**config.mk**
```make
export PLATFORM = sky130hd
export DESIGN_NAME = tlb_limit_bank
export DESIGN_NICKNAME = d
export VERILOG_FILES = /design/src/tlb_pkg.sv /design/src/tlb_limit_bank.sv
export VERILOG_INCLUDE_DIRS = /design/src
export SDC_FILE = /design/constraint.sdc
export NUM_CORES = 1
export LEC_CHECK = 0
export BUFFER_PORTS_ARGS = -buffer_cell sky130_fd_sc_hd__buf_2
export CORE_UTILIZATION = 50
export DETAILED_ROUTE_END_ITERATION = 7
export HOLD_SLACK_MARGIN = 0.02
export PLACE_DENSITY = 0.76
export RECOVER_POWER = 25
export SLEW_MARGIN = 10
export SYNTH_ARGS = -nofsm -noshare
export SYNTH_HDL_FRONTEND = slang
export SYNTH_SLANG_ARGS = --single-unit
```
**constraint.sdc**
```tcl
create_clock -name core_clk_in -period 7.4 [get_ports core_clk_in]
set_input_delay 1.48 -clock core_clk_in [delete_from_list [all_inputs] [get_ports core_clk_in]]
set_output_delay 1.48 -clock core_clk_in [all_outputs]
set_load 0.1 [all_outputs]
```
**src/tlb_defs.svh**
```systemverilog
// Command codes, reset values, field positions, ranges and timing for the limit bank.
// Assumes inclusion by tlb_limit_bank.sv; tlb_pkg.sv does not include it.
`ifndef TLB_DEFS_SVH
`define TLB_DEFS_SVH
`define TLB_CMD_OTW 8'h51
`define TLB_CMD_UTW 8'h52
`define TLB_CMD_UTF 8'h53
`define TLB_CMD_UTA 8'h54
`define TLB_CMD_VOF 8'h55
`define TLB_CMD_VOA 8'h56
`define TLB_RST_OTW 16'heb70
`define TLB_RST_UTW 16'he4e0
`define TLB_RST_UTF 16'he490
`define TLB_RST_VOF 16'hd3a0
`define TLB_RST_ACT 8'h80
`define TLB_EXP_HI 15
`define TLB_EXP_LO 11
`define TLB_MAN_HI 10
`define TLB_FRAC 16
`define TLB_OT_MIN 0
`define TLB_OT_MAX 175
`define TLB_UT_MIN (-55)
`define TLB_UT_MAX 25
`define TLB_VO_MIN 0
`define TLB_VO_MAX 16
`define TLB_BEH_IGN 2'h0
`define TLB_BEH_DLY 2'h1
`define TLB_BEH_OFF 2'h2
`define TLB_BEH_HLD 2'h3
`define TLB_RTY_NONE 3'h0
`define TLB_RTY_CONT 3'h7
`define TLB_CLK_NS 5
`define TLB_UT_UNIT_US 1000
`define TLB_VO_UNIT_US 1000
`define TLB_CYC(us) (((us) * 1000) / `TLB_CLK_NS)
`endif

```
**src/tlb_pkg.sv**
```systemverilog
// Types shared by the limit bank and its fault response engines.
// Assumes nothing beyond a SystemVerilog compiler.
package tlb_pkg;
  typedef enum logic [4:0] {
    st_idle  = 5'h01,
    st_delay = 5'h02,
    st_off   = 5'h04,
    st_wait  = 5'h08,
    st_latch = 5'h10
  } tlb_state_type;

  typedef struct packed {
    logic [1:0] beh;
    logic [2:0] retry;
    logic [2:0] tim;
  } tlb_action_type;

  typedef struct packed {
    tlb_state_type state;
    logic          held;
    logic [31:0]   cnt;
    logic [2:0]    tries;
    logic          en;
  } tlb_resp_reg_type;

  typedef struct packed {
    logic ot_warn;
    logic ut_warn;
    logic ut_fault;
    logic vin_ov;
  } tlb_status_type;

  typedef struct packed {
    logic [15:0]    otw;
    logic [15:0]    utw;
    logic [15:0]    utf;
    tlb_action_type uta;
    logic [15:0]    vof;
    tlb_action_type voa;
    logic           ut_present;
    tlb_status_type sts;
    logic [15:0]    rdata;
    logic           ack;
    logic           nak;
  } tlb_bank_reg_type;
endpackage : tlb_pkg

```
**src/tlb_limit_bank.sv**
```systemverilog
// Temperature and input overvoltage limit bank with fault response engines.
// Assumes measurements, command strobes and enables come from logic on core_clk_in.
// Overview of operation
// Over-temperature warning sets summary, flag, alert
// Over-temp warning resets 110C, range 0..175C
// Under-temperature warning sets summary, flag, alert
// Under-temp warning resets -50C, range -55..25C
// Under-temp fault clears above warning threshold
// Under-temp fault threshold resets -55C, word
// Under-temp action byte resets to 80h
// Behaviour 00 ignores the fault
// Behaviour 01 delays, disables, then retries
// Behaviour 10 disables at once, then retries
// Behaviour 11 disabled only while fault present
// Fault bits sticky until clear-faults command
// Retry 000 stays off until restart
// Retry 1..6 restarts that many times
// Retry 111 restarts continuously without checking
// Time count sets delay and retry spacing
// Input overvoltage threshold resets 14.5V, 0..16V
// Input overvoltage action byte resets 80h
// Delay time spaces successive restart attempts
// Thresholds exchanged as linear two-byte words
// Signed exponent 15:11, signed mantissa 10:0
`timescale 1ns/1ps
`include "tlb_defs.svh"

module tlb_fault_resp #(
  parameter int UNIT_CYCLES = `TLB_CYC(`TLB_UT_UNIT_US)
) (
  input  wire logic                    core_clk_in, // Core clock.
  input  wire logic                    nrst_in,     // Synchronous reset, low.
  input  wire logic                    run_en_in,   // Rail enabled; low restarts.
  input  wire logic                    fault_in,    // Fault present level.
  input  wire tlb_pkg::tlb_action_type action_in,   // Response byte.
  output logic                         out_en_out   // Output permitted.
);
  tlb_pkg::tlb_resp_reg_type r;
  tlb_pkg::tlb_resp_reg_type next_r;
  logic [31:0]               dly;

  if (UNIT_CYCLES < 1) begin : g_chk
    $error("UNIT_CYCLES must be at least one");
  end

  assign dly = 32'(action_in.tim) * 32'(UNIT_CYCLES);
  assign out_en_out = r.en;

  always_comb begin
    next_r = r;
    if (r.cnt != 32'h0) begin
      next_r.cnt = r.cnt - 32'h1;
    end
    unique case (r.state)
      tlb_pkg::st_idle: begin
        if (fault_in) begin
          unique case (action_in.beh)
            `TLB_BEH_IGN: next_r.en = 1'b1;
            `TLB_BEH_DLY: begin
              next_r.state = tlb_pkg::st_delay;
              next_r.cnt   = dly;
            end
            `TLB_BEH_OFF: begin
              next_r.en    = 1'b0;
              next_r.state = tlb_pkg::st_off;
            end
            `TLB_BEH_HLD: begin
              next_r.en    = 1'b0;
              next_r.held  = 1'b1;
              next_r.state = tlb_pkg::st_latch;
            end
          endcase
        end
      end
      tlb_pkg::st_delay: begin
        if (!fault_in) begin
          next_r.state = tlb_pkg::st_idle;
        end else if (r.cnt == 32'h0) begin
          next_r.en    = 1'b0;
          next_r.state = tlb_pkg::st_off;
        end
      end
      tlb_pkg::st_off: begin
        if (action_in.retry == `TLB_RTY_NONE) begin
          next_r.state = tlb_pkg::st_latch;
        end else if (action_in.retry == `TLB_RTY_CONT ||
                     r.tries < action_in.retry) begin
          next_r.state = tlb_pkg::st_wait;
          next_r.cnt   = dly;
        end else begin
          next_r.state = tlb_pkg::st_latch;
        end
      end
      tlb_pkg::st_wait: begin
        // Continuous retry restarts blindly; idle then re-detects the fault.
        if (r.cnt == 32'h0) begin
          next_r.en    = 1'b1;
          next_r.state = tlb_pkg::st_idle;
          if (action_in.retry != `TLB_RTY_CONT) begin
            next_r.tries = r.tries + 3'h1;
          end
        end
      end
      tlb_pkg::st_latch: begin
        if (r.held && !fault_in) begin
          next_r.en    = 1'b1;
          next_r.held  = 1'b0;
          next_r.state = tlb_pkg::st_idle;
        end
      end
      default: next_r.state = tlb_pkg::st_idle;
    endcase
    // Disabling the rail is the restart that ends a latched shutdown.
    if (!run_en_in) begin
      next_r       = '0;
      next_r.state = tlb_pkg::st_idle;
      next_r.en    = 1'b1;
    end
  end

  always_ff @(posedge core_clk_in) begin
    if (!nrst_in) begin
      r       <= '0;
      r.state <= tlb_pkg::st_idle;
      r.en    <= 1'b1;
    end else begin
      r <= next_r;
    end
  end

  property p_ignore;
    @(posedge core_clk_in) disable iff (!nrst_in)
      r.state == tlb_pkg::st_idle && action_in.beh == `TLB_BEH_IGN && run_en_in
      |=> out_en_out;
  endproperty
  a_ignore: assert property (p_ignore) else $error("ignored fault disabled output");

  property p_off_now;
    @(posedge core_clk_in) disable iff (!nrst_in)
      r.state == tlb_pkg::st_idle && fault_in && run_en_in &&
      action_in.beh == `TLB_BEH_OFF |=> !out_en_out;
  endproperty
  a_off_now: assert property (p_off_now) else $error("output not disabled at once");

  property p_hold_rel;
    @(posedge core_clk_in) disable iff (!nrst_in)
      r.state == tlb_pkg::st_latch && r.held && !fault_in && run_en_in
      |=> out_en_out && r.state == tlb_pkg::st_idle;
  endproperty
  a_hold_rel: assert property (p_hold_rel) else $error("output not re-enabled");

  property p_no_retry;
    @(posedge core_clk_in) disable iff (!nrst_in)
      r.state == tlb_pkg::st_latch && !r.held && run_en_in
      |=> !out_en_out ##1 (!out_en_out || !$past(run_en_in));
  endproperty
  a_no_retry: assert property (p_no_retry) else $error("latched output restarted");

  property p_delay;
    @(posedge core_clk_in) disable iff (!nrst_in)
      r.state == tlb_pkg::st_delay && r.cnt != 32'h0 && run_en_in |=> out_en_out;
  endproperty
  a_delay: assert property (p_delay) else $error("output cut before delay");
endmodule : tlb_fault_resp

module tlb_limit_bank #(
  parameter int UT_UNIT_CYCLES = `TLB_CYC(`TLB_UT_UNIT_US),
  parameter int VO_UNIT_CYCLES = `TLB_CYC(`TLB_VO_UNIT_US)
) (
  input  wire logic                   core_clk_in,       // Core clock, 200 MHz.
  input  wire logic                   nrst_in,           // Synchronous reset, low.
  input  wire logic [15:0]            temp_l11_in,       // Measured temperature.
  input  wire logic [15:0]            vin_l11_in,        // Measured input voltage.
  input  wire logic                   run_en_in,         // Rail enable.
  input  wire logic                   clear_faults_in,   // Clear-faults command pulse.
  input  wire logic                   reg_wr_in,         // Command write strobe.
  input  wire logic                   reg_rd_in,         // Command read strobe.
  input  wire logic [7:0]             reg_cmd_in,        // Command code.
  input  wire logic [15:0]            reg_wdata_in,      // Write word or byte.
  output logic [15:0]                 reg_rdata_out,     // Read word or byte.
  output logic                        reg_ack_out,       // Access done pulse.
  output logic                        reg_nak_out,       // Access refused pulse.
  output tlb_pkg::tlb_status_type     status_out,        // Sticky fault flags.
  output logic                        temp_summary_out,  // Temperature summary.
  output logic                        host_alert_out,    // Host notification.
  output logic                        output_en_out      // Rail may run.
);
  tlb_pkg::tlb_bank_reg_type r;
  tlb_pkg::tlb_bank_reg_type next_r;
  logic signed [47:0]        tf;
  logic signed [47:0]        vf;
  logic signed [47:0]        wf;
  logic                      ot_hi;
  logic                      ut_lo;
  logic                      uf_lo;
  logic                      ut_up;
  logic                      vo_hi;
  logic                      ut_en;
  logic                      vo_en;

  // Linear word to fixed point with TLB_FRAC fraction bits; exact for all codes.
  function automatic logic signed [47:0] to_fix(input logic [15:0] w);
    logic signed [4:0]  e;
    logic signed [47:0] m;
    int                 sh;
    e  = w[`TLB_EXP_HI:`TLB_EXP_LO];
    m  = 48'(signed'(w[`TLB_MAN_HI:0]));
    sh = int'(e) + `TLB_FRAC;
    to_fix = m <<< sh;
  endfunction : to_fix

  function automatic logic in_rng(input logic signed [47:0] v,
                                  input int lo,
                                  input int hi);
    logic signed [47:0] l;
    logic signed [47:0] h;
    l = 48'(lo) <<< `TLB_FRAC;
    h = 48'(hi) <<< `TLB_FRAC;
    in_rng = (v >= l) && (v <= h);
  endfunction : in_rng

  assign tf    = to_fix(temp_l11_in);
  assign vf    = to_fix(vin_l11_in);
  assign wf    = to_fix(reg_wdata_in);
  assign ot_hi = tf > to_fix(r.otw);
  assign ut_lo = tf < to_fix(r.utw);
  assign uf_lo = tf < to_fix(r.utf);
  assign ut_up = tf > to_fix(r.utw);
  assign vo_hi = vf > to_fix(r.vof);

  tlb_fault_resp #(
    .UNIT_CYCLES (UT_UNIT_CYCLES)
  ) u_ut_resp (
    .core_clk_in (core_clk_in),
    .nrst_in     (nrst_in),
    .run_en_in   (run_en_in),
    .fault_in    (r.ut_present),
    .action_in   (r.uta),
    .out_en_out  (ut_en)
  );

  tlb_fault_resp #(
    .UNIT_CYCLES (VO_UNIT_CYCLES)
  ) u_vo_resp (
    .core_clk_in (core_clk_in),
    .nrst_in     (nrst_in),
    .run_en_in   (run_en_in),
    .fault_in    (vo_hi),
    .action_in   (r.voa),
    .out_en_out  (vo_en)
  );

  always_comb begin
    next_r     = r;
    next_r.ack = 1'b0;
    next_r.nak = 1'b0;
    // Hysteresis: declared at the fault limit, released above the warning limit.
    if (uf_lo) begin
      next_r.ut_present = 1'b1;
    end else if (ut_up) begin
      next_r.ut_present = 1'b0;
    end
    // Clear first so that an event in the same cycle still sets its flag.
    if (clear_faults_in) begin
      next_r.sts = '0;
    end
    if (ot_hi) next_r.sts.ot_warn = 1'b1;
    if (ut_lo) next_r.sts.ut_warn = 1'b1;
    if (r.ut_present) next_r.sts.ut_fault = 1'b1;
    if (vo_hi) next_r.sts.vin_ov = 1'b1;
    if (reg_wr_in) begin
      next_r.ack = 1'b1;
      case (reg_cmd_in)
        `TLB_CMD_OTW: begin
          if (in_rng(wf, `TLB_OT_MIN, `TLB_OT_MAX)) next_r.otw = reg_wdata_in;
          else next_r.nak = 1'b1;
        end
        `TLB_CMD_UTW: begin
          if (in_rng(wf, `TLB_UT_MIN, `TLB_UT_MAX)) next_r.utw = reg_wdata_in;
          else next_r.nak = 1'b1;
        end
        `TLB_CMD_UTF: begin
          if (in_rng(wf, `TLB_UT_MIN, `TLB_UT_MAX)) next_r.utf = reg_wdata_in;
          else next_r.nak = 1'b1;
        end
        `TLB_CMD_VOF: begin
          if (in_rng(wf, `TLB_VO_MIN, `TLB_VO_MAX)) next_r.vof = reg_wdata_in;
          else next_r.nak = 1'b1;
        end
        `TLB_CMD_UTA: next_r.uta = reg_wdata_in[7:0];
        `TLB_CMD_VOA: next_r.voa = reg_wdata_in[7:0];
        default:      next_r.nak = 1'b1;
      endcase
    end else if (reg_rd_in) begin
      next_r.ack = 1'b1;
      case (reg_cmd_in)
        `TLB_CMD_OTW: next_r.rdata = r.otw;
        `TLB_CMD_UTW: next_r.rdata = r.utw;
        `TLB_CMD_UTF: next_r.rdata = r.utf;
        `TLB_CMD_VOF: next_r.rdata = r.vof;
        `TLB_CMD_UTA: next_r.rdata = {8'h00, r.uta};
        `TLB_CMD_VOA: next_r.rdata = {8'h00, r.voa};
        default: begin
          next_r.rdata = 16'h0000;
          next_r.nak   = 1'b1;
        end
      endcase
    end
  end

  always_ff @(posedge core_clk_in) begin
    if (!nrst_in) begin
      r     <= '0;
      r.otw <= `TLB_RST_OTW;
      r.utw <= `TLB_RST_UTW;
      r.utf <= `TLB_RST_UTF;
      r.uta <= `TLB_RST_ACT;
      r.vof <= `TLB_RST_VOF;
      r.voa <= `TLB_RST_ACT;
    end else begin
      r <= next_r;
    end
  end

  assign reg_rdata_out    = r.rdata;
  assign reg_ack_out      = r.ack;
  assign reg_nak_out      = r.nak;
  assign status_out       = r.sts;
  assign temp_summary_out = r.sts.ot_warn | r.sts.ut_warn | r.sts.ut_fault;
  assign host_alert_out   = |r.sts;
  assign output_en_out    = run_en_in & ut_en & vo_en;

  property p_ot_set;
    @(posedge core_clk_in) disable iff (!nrst_in)
      ot_hi |=> status_out.ot_warn && temp_summary_out && host_alert_out;
  endproperty
  a_ot_set: assert property (p_ot_set) else $error("warning not flagged");

  property p_ut_set;
    @(posedge core_clk_in) disable iff (!nrst_in)
      ut_lo |=> status_out.ut_warn && temp_summary_out;
  endproperty
  a_ut_set: assert property (p_ut_set) else $error("under warning not flagged");

  property p_sticky;
    @(posedge core_clk_in) disable iff (!nrst_in)
      status_out.vin_ov && !clear_faults_in |=> status_out.vin_ov;
  endproperty
  a_sticky: assert property (p_sticky) else $error("fault bit lost");

  property p_hyst;
    @(posedge core_clk_in) disable iff (!nrst_in)
      r.ut_present && !ut_up |=> r.ut_present;
  endproperty
  a_hyst: assert property (p_hyst) else $error("fault released early");

  property p_reset_vals;
    @(posedge core_clk_in)
      !nrst_in |=> r.otw == `TLB_RST_OTW && r.utw == `TLB_RST_UTW &&
                   r.utf == `TLB_RST_UTF && r.vof == `TLB_RST_VOF;
  endproperty
  a_reset_vals: assert property (p_reset_vals) else $error("bad threshold reset");

  property p_act_reset;
    @(posedge core_clk_in)
      !nrst_in |=> r.uta == `TLB_RST_ACT && r.voa == `TLB_RST_ACT;
  endproperty
  a_act_reset: assert property (p_act_reset) else $error("bad action reset");

  property p_word_rd;
    @(posedge core_clk_in) disable iff (!nrst_in)
      reg_rd_in && !reg_wr_in && reg_cmd_in == `TLB_CMD_OTW
      |=> reg_ack_out && reg_rdata_out == $past(r.otw);
  endproperty
  a_word_rd: assert property (p_word_rd) else $error("word read mismatch");
endmodule : tlb_limit_bank

```
Yosys cells after proc, flatten, opt, wreduce, memory -nomap -nowiden

Index checks and enable logic that the tools add are counted.

Register bits: 187
Input bits: 62
Output and inout bits: 25
Logic and storage cells: 218

Add/sub/neg operators: 11
Multipliers: 2
Order comparisons: 12
Equality and inequality tests: 44
Shift-type cells: 7
Mux-type cells: 61
Bitwise operators: 5
Reductions and logical operators: 48

Operators by type and width:

| operator              | count |
|---|---|
| $sshl 11x32->48       | 7 |
| $mux 32               | 8 |
| $gt 48x48->1          | 3 |
| $pmux 32 s2           | 2 |
| $le 48x22->1 const B  | 2 |
| $lt 48x48->1          | 2 |
| $pmux 16 s6           | 1 |
| $mux 38               | 2 |
| $logic_not 32->1      | 2 |
| $reduce_bool 32->1    | 2 |
| $sub 32x1->32 const B | 2 |
| $mux 5                | 10 |
| $pmux 5 s5            | 2 |
| $add 5x6->7 const B   | 7 |
| $eq 8x7->1 const B    | 6 |
| $ge 48x1->1 const B   | 1 |
| $ge 48x23->1 const B  | 1 |
| $le 48x25->1 const B  | 1 |
| $mul 3x12->15 const B | 2 |
| $pmux 5 s3            | 2 |
| $mux 1                | 22 |
| $reduce_and 3->1      | 6 |
| $ne 2x1->1 const B    | 8 |
| $ne 3x3->1 const B    | 5 |
| 35 further kinds      | 84 |

Logic depth before layout (Yosys ltp)

Depth in word-level cells: 7
Mapped depth: 21
Mapped depth without buffers: 19

Hierarchy

A second synthesis with hierarchy kept.

Cell total of the unflattened synthesis: 2704
Area total of the unflattened synthesis: 20422.1 um^2

By module, submodules not included:

| module         | instances | cells an instance | area an instance (um^2) | seq. area each (um^2) |
|---|---|---|---|---|
| tlb_limit_bank | 1         | 2066              | 15036.9                 | 2062.0 |
| tlb_fault_resp | 2         | 319               | 2692.6                  | 840.8 |

Worst setup path after synthesis

Ideal clock, no wire load.

Kind: input port to flip-flop
From: input port vin_l11_in[12]
To: register u_vo_resp.r[19] (netlist name)
Library setup time: 0.065 ns
Arrival: 5.479 ns
Data required time: 7.335 ns
Setup slack: 1.856 ns
Cell stages on the path: 18
Buffers on the path: 2
Cell sequence: clkbuf_1 > mux2_2 > o21ai_0 > mux2i_1 > mux2i_1 > o22ai_1 > ha_1 > a21o_1 > a21o_1 > a21oi_1 > o21ai_0 > a22o_1 > nor3_1 > a31oi_1 > a31oi_1 > nand2_1 > clkbuf_1 > nor2_1

Longest elaborated chain between the ends: 5

RTL lines:

| element                | line                  | text |
|---|---|---|
| start: declaration     | tlb_limit_bank.sv:173 | `input wire logic [15:0] vin_l11_in,` |
| $add 5x6->7 (no line)  | -                     |  |
| $sshl 11x32->48        | tlb_limit_bank.sv:209 | `to_fix = m <<< sh;` |
| $gt 48x48->1           | tlb_limit_bank.sv:229 | `assign vo_hi = vf > to_fix(r.vof);` |
| $mux 38                | tlb_limit_bank.sv:56  | `if (fault_in) begin` |
| $pmux 32 s2            | tlb_limit_bank.sv:54  | `unique case (r.state)` |
| end signal: assignment | tlb_limit_bank.sv:127 | `r <= next_r;` |
| end: declaration       | tlb_limit_bank.sv:38  | `tlb_pkg::tlb_resp_reg_type r;` |

Every way passes these cells. The select of a mux whose other input is x is not followed.
A chain may end at the register's enable or synchronous reset.

Worst setup path after layout

From: input port vin_l11_in[12]
To: register u_vo_resp.r[5] (netlist name)

Same word-level chain as after synthesis.

==> impl_metrics.py <==
metrics = {
    "placement": {
        "placed_area_sq_um": 20000,
        "hpwl_um": 46800,
        "dp_cells": 3012,
        "io_buffers": 86,
        "gp_congestion": 1.03,
    },
    "logic_synthesis": {
        "synth_area_sq_um": 19700,
        "synth_cell_types": 86,
        "avgSynthCellArea_sq_um": 7.63,
        "synth-edff-count": 0,
        "ys_seq_area_share_pct": 19.0,
        "yosys_warnings": 0,
        "syn_nets": 2843,
        "ys_ff_latch": 187,
        "synthCells": 2579,
        "synth_top_flop_cell": "dfxtp_1",
        "async_reset_ff_share_pct": 0,
    },
    "layout": {
        "multi_input_area_sq_um": 14900,
        "final_layout_size_suffix_gt1_share_pct": 7.21,
        "design_area_sq_um": 20600,
        "regArea_sq_um": 3740,
        "area_growth_pct": 4.68,
        "fillers": 3686,
        "nNetsFinal": 2777,
        "instances_no_fill": 3047,
    },
    "critical_path": {
        "cp_slowest_cell": "o21ai_0",
        "r2r_end": "u_vo_resp.r[5]",
        "required_ns": 7.75,
        "crit_fanout": 28,
        "startpoint_type": "primary input",
        "reg2reg_slack_ns": 1.67,
        "cpMostUsedCell": "o21ai_0",
        "worstPathArrival_ns": 6.34,
        "r2r-start": "r[43]",
        "end_kind": "flop",
        "cp-startpoint": "vin_l11_in[12]",
        "critPathKind": "primary input to flop",
        "r2r_cells": 17,
        "slowest_delay_ns": 0.41,
        "crit_path_cell_trace": "buf_2 -> mux2_2 -> o21ai_0 -> mux2i_1 -> o21ai_0 -> o21ai_0 -> ha_1 -> a21o_1 -> a21o_1 -> a21oi_1 -> o21ai_0 -> a22o_1 -> nor3_1 -> a31oi_1 -> a31oi_2 -> buf_4 -> nand2_1 -> a211oi_1",
    },
    "detailed_routing": {
        "vias": 19753,
        "routedWlPerCell_um": 20.2,
        "drt-vias-per-instance": 6.48,
        "drtIter0Drc": 2432,
        "drcViolationCount": 0,
        "routed_wl_um": 61500,
        "ant_nets": 0,
        "drt_first_pass_iters": 6,
    },
    "worst_hold_path": {
        "whs_path_depth": 2,
        "min_from": "u_ut_resp.r[36]",
        "min_to": "u_ut_resp.r[36]",
        "hold_class": "flop to flop",
    },
    "clock_network": {
        "insertion_delay_ns": 0.44,
        "post_cts_buffers": 0,
        "clockBufferDepth": 2,
        "cts.repair.resized": 0,
        "root_buffer": "clkbuf_16",
        "cts_sinks": 187,
        "htreeDepth": 4,
        "clk_pin_slew_ns": 0.07,
        "cts_tree": "done",
        "cts_hold_buf": 0,
        "numCtsBuffers": 17,
    },
    "job": {
        "max_cap_violations": 1,
    },
    "timing": {
        "period_minus_slack_ns": 5.99,
        "fin_setup_tns_ns": 0,
        "worst_pin_slew_ns": 3.46,
        "maxSlewHeadroom_pct": -131,
        "finClkSkew_ns": 0.0136,
        "setup-violations-final": 0,
        "rsz0062_at_grt": "no",
        "fmax_mhz": 167,
        "finalMaxSlewViolations": 98,
        "final_hold_viol_count": 0,
        "post-route-period-util_pct": 81.0,
        "fin_hold_ws_ns": 0.481,
    },
    "grt": {
        "grt_usage_pct": 29.7,
        "grt_pass1_wl_um": 96800,
        "antenna_found_initial": 6,
        "grt_pass1_vias": 18074,
        "grt_max_degree": 98,
        "overflow": 0,
    },
    "power_and_ir_drop": {
        "leakage_nw": 9.12,
        "p_per_area_nw_per_um2": 198,
        "ir_drop_v": 0.000218,
    },
    "run_status": {
        "status": "finished, violations left",
        "violations": "max-capacitance violations, max-slew violations",
    },
    "die": {
        "fp-row-count": 72,
        "ios": 87,
        "initial_utilization_pct": 50.8,
        "die_h_um": 200,
        "core-area_sq_um": 38700,
        "die_x_um": 200,
        "fp.dieArea_sq_um": 40100,
    },
}
[synth_stat cells (14+ instances only)]
cell type  count  area, sq um
nor2_1       231          867
nand2_1      261          980
o21ai_0      171          856
and3_1        17          106
mux2i_1      208         2080
a22oi_1       34          255
and2_1        30          188
a21oi_1      173          866
or3_1         20          125
o22ai_1       26          163
a31oi_1       19          119
nor3_1        50          250
inv_1         51          191
mux2_2        26          293
dfxtp_1      187         3740
nor4_1        20          125
xor2_1        22          193
o211ai_1      28          210
xnor2_1       43          377
ha_1         202         2530
a21boi_0      31          233
a211oi_1      25          188
buf_1         14         52.6
a21o_1        75          563
nand3_1       45          225
o21a_1        22          165
nand4_1       38          238
nand2b_1      39          244
or2_2         15         93.8
clkbuf_1     140          526
buf_4         21          158
a221oi_1      21          184
nor2b_1       93          582
[metrics by stage]
| step | total power (W) | setup WS (ns) | utilization [%] |
|---|---|---|---|
| floorplan | 0.00279 | 1.86 | - |
| global placement | 0.00310 | 1.31 | 51.7 |
| detailed placement | 0.00318 | 1.03 | 51.7 |
| CTS | 0.00407 | 1.51 | 53.2 |
| global route | 0.00436 | 1.02 | 53.1 |
| finish | 0.00408 | 1.41 | 53.1 |
[routing by layer]
metal  vias up  global-route usage, %  part of all wire, %
li1       9284                      -                    -
met1      9285                   40.0                   43
met2      1002                   47.2                   44
met3       176                   4.31                  8.8
met4         6                   12.6                  4.4
met5         -                      0                0.067
[worst max path at each step]
stage | endpoint | slack (ns) | cells after the start
global placement | u_vo_resp.r[5] | 1.31 | 18
global route | u_vo_resp.r[5] | 1.02 | 18
detailed placement | u_vo_resp.r[5] | 1.03 | 18
floorplan | u_vo_resp.r[19] | 1.86 | 18
finish | u_vo_resp.r[5] | 1.41 | 18
CTS | u_vo_resp.r[5] | 1.51 | 18
[state kept, by name, indices dropped and copies added (netlist names)]
register,flops
r,81
reg_ack_out,1
reg_nak_out,1
reg_rdata_out,16
status_out,4
u_ut_resp.out_en_out,1
u_ut_resp.r,41
u_vo_resp.out_en_out,1
u_vo_resp.r,41
[cell usage in the layout (no fill, tap or decap), types with 29 or more instances in the layout]
master and instances:
nand2_1 261, nor2_1 231, mux2i_1 208, ha_1 202, dfxtp_1 187, a21oi_1 173, o21ai_0 171, nor2b_1 93
a21o_1 75, buf_2 60, inv_1 51, nor3_1 50, nand3_1 45, xnor2_1 43, nand2b_1 39, nand4_1 38
a22oi_1 34, a21boi_0 31, and2_1 29
[cell families (layout without fill, tap and decap cells)]
group	after synthesis	in the layout	share of synthesized area [%]
other cells	0	3	0
buf+inv	244	191	5.33
compound gates	717	717	23.5
fa+ha+maj	202	202	12.9
flops	187	187	19.0
mux	247	247	13.5
xor+xnor	65	65	2.89
simple gates	917	917	22.9
[worst max-delay path, delay by kind of cell]
kind / cells / cell delay (ns)
mux: 2 / 0.62
buf+inv: 2 / 0.57
simple gates: 2 / 0.68
fa+ha+maj: 1 / 0.34
compound gates: 11 / 2.63
[where the power goes]
part / internal (W) / switching (W) / leakage [nW]
registers: 0.00114 / 0.000121 / 1.52
logic: 0.000793 / 0.00114 / 7.32
clock network: 0.000466 / 0.000417 / 0.276
[cell type report]
| class | instances | share of cell area [%] |
|---|---|---|
| clock inverter | 12 | 0.517 |
| tap | 518 | 3.15 |
| multi-input combinational | 2148 | 72.3 |
| antenna | 3 | 0.0365 |
| sequential | 187 | 18.2 |
| clock buffer | 20 | 2.27 |
| timing repair buffer | 102 | 2.50 |
| inverter | 57 | 1.04 |
Power figures use the tool's default switching activity.
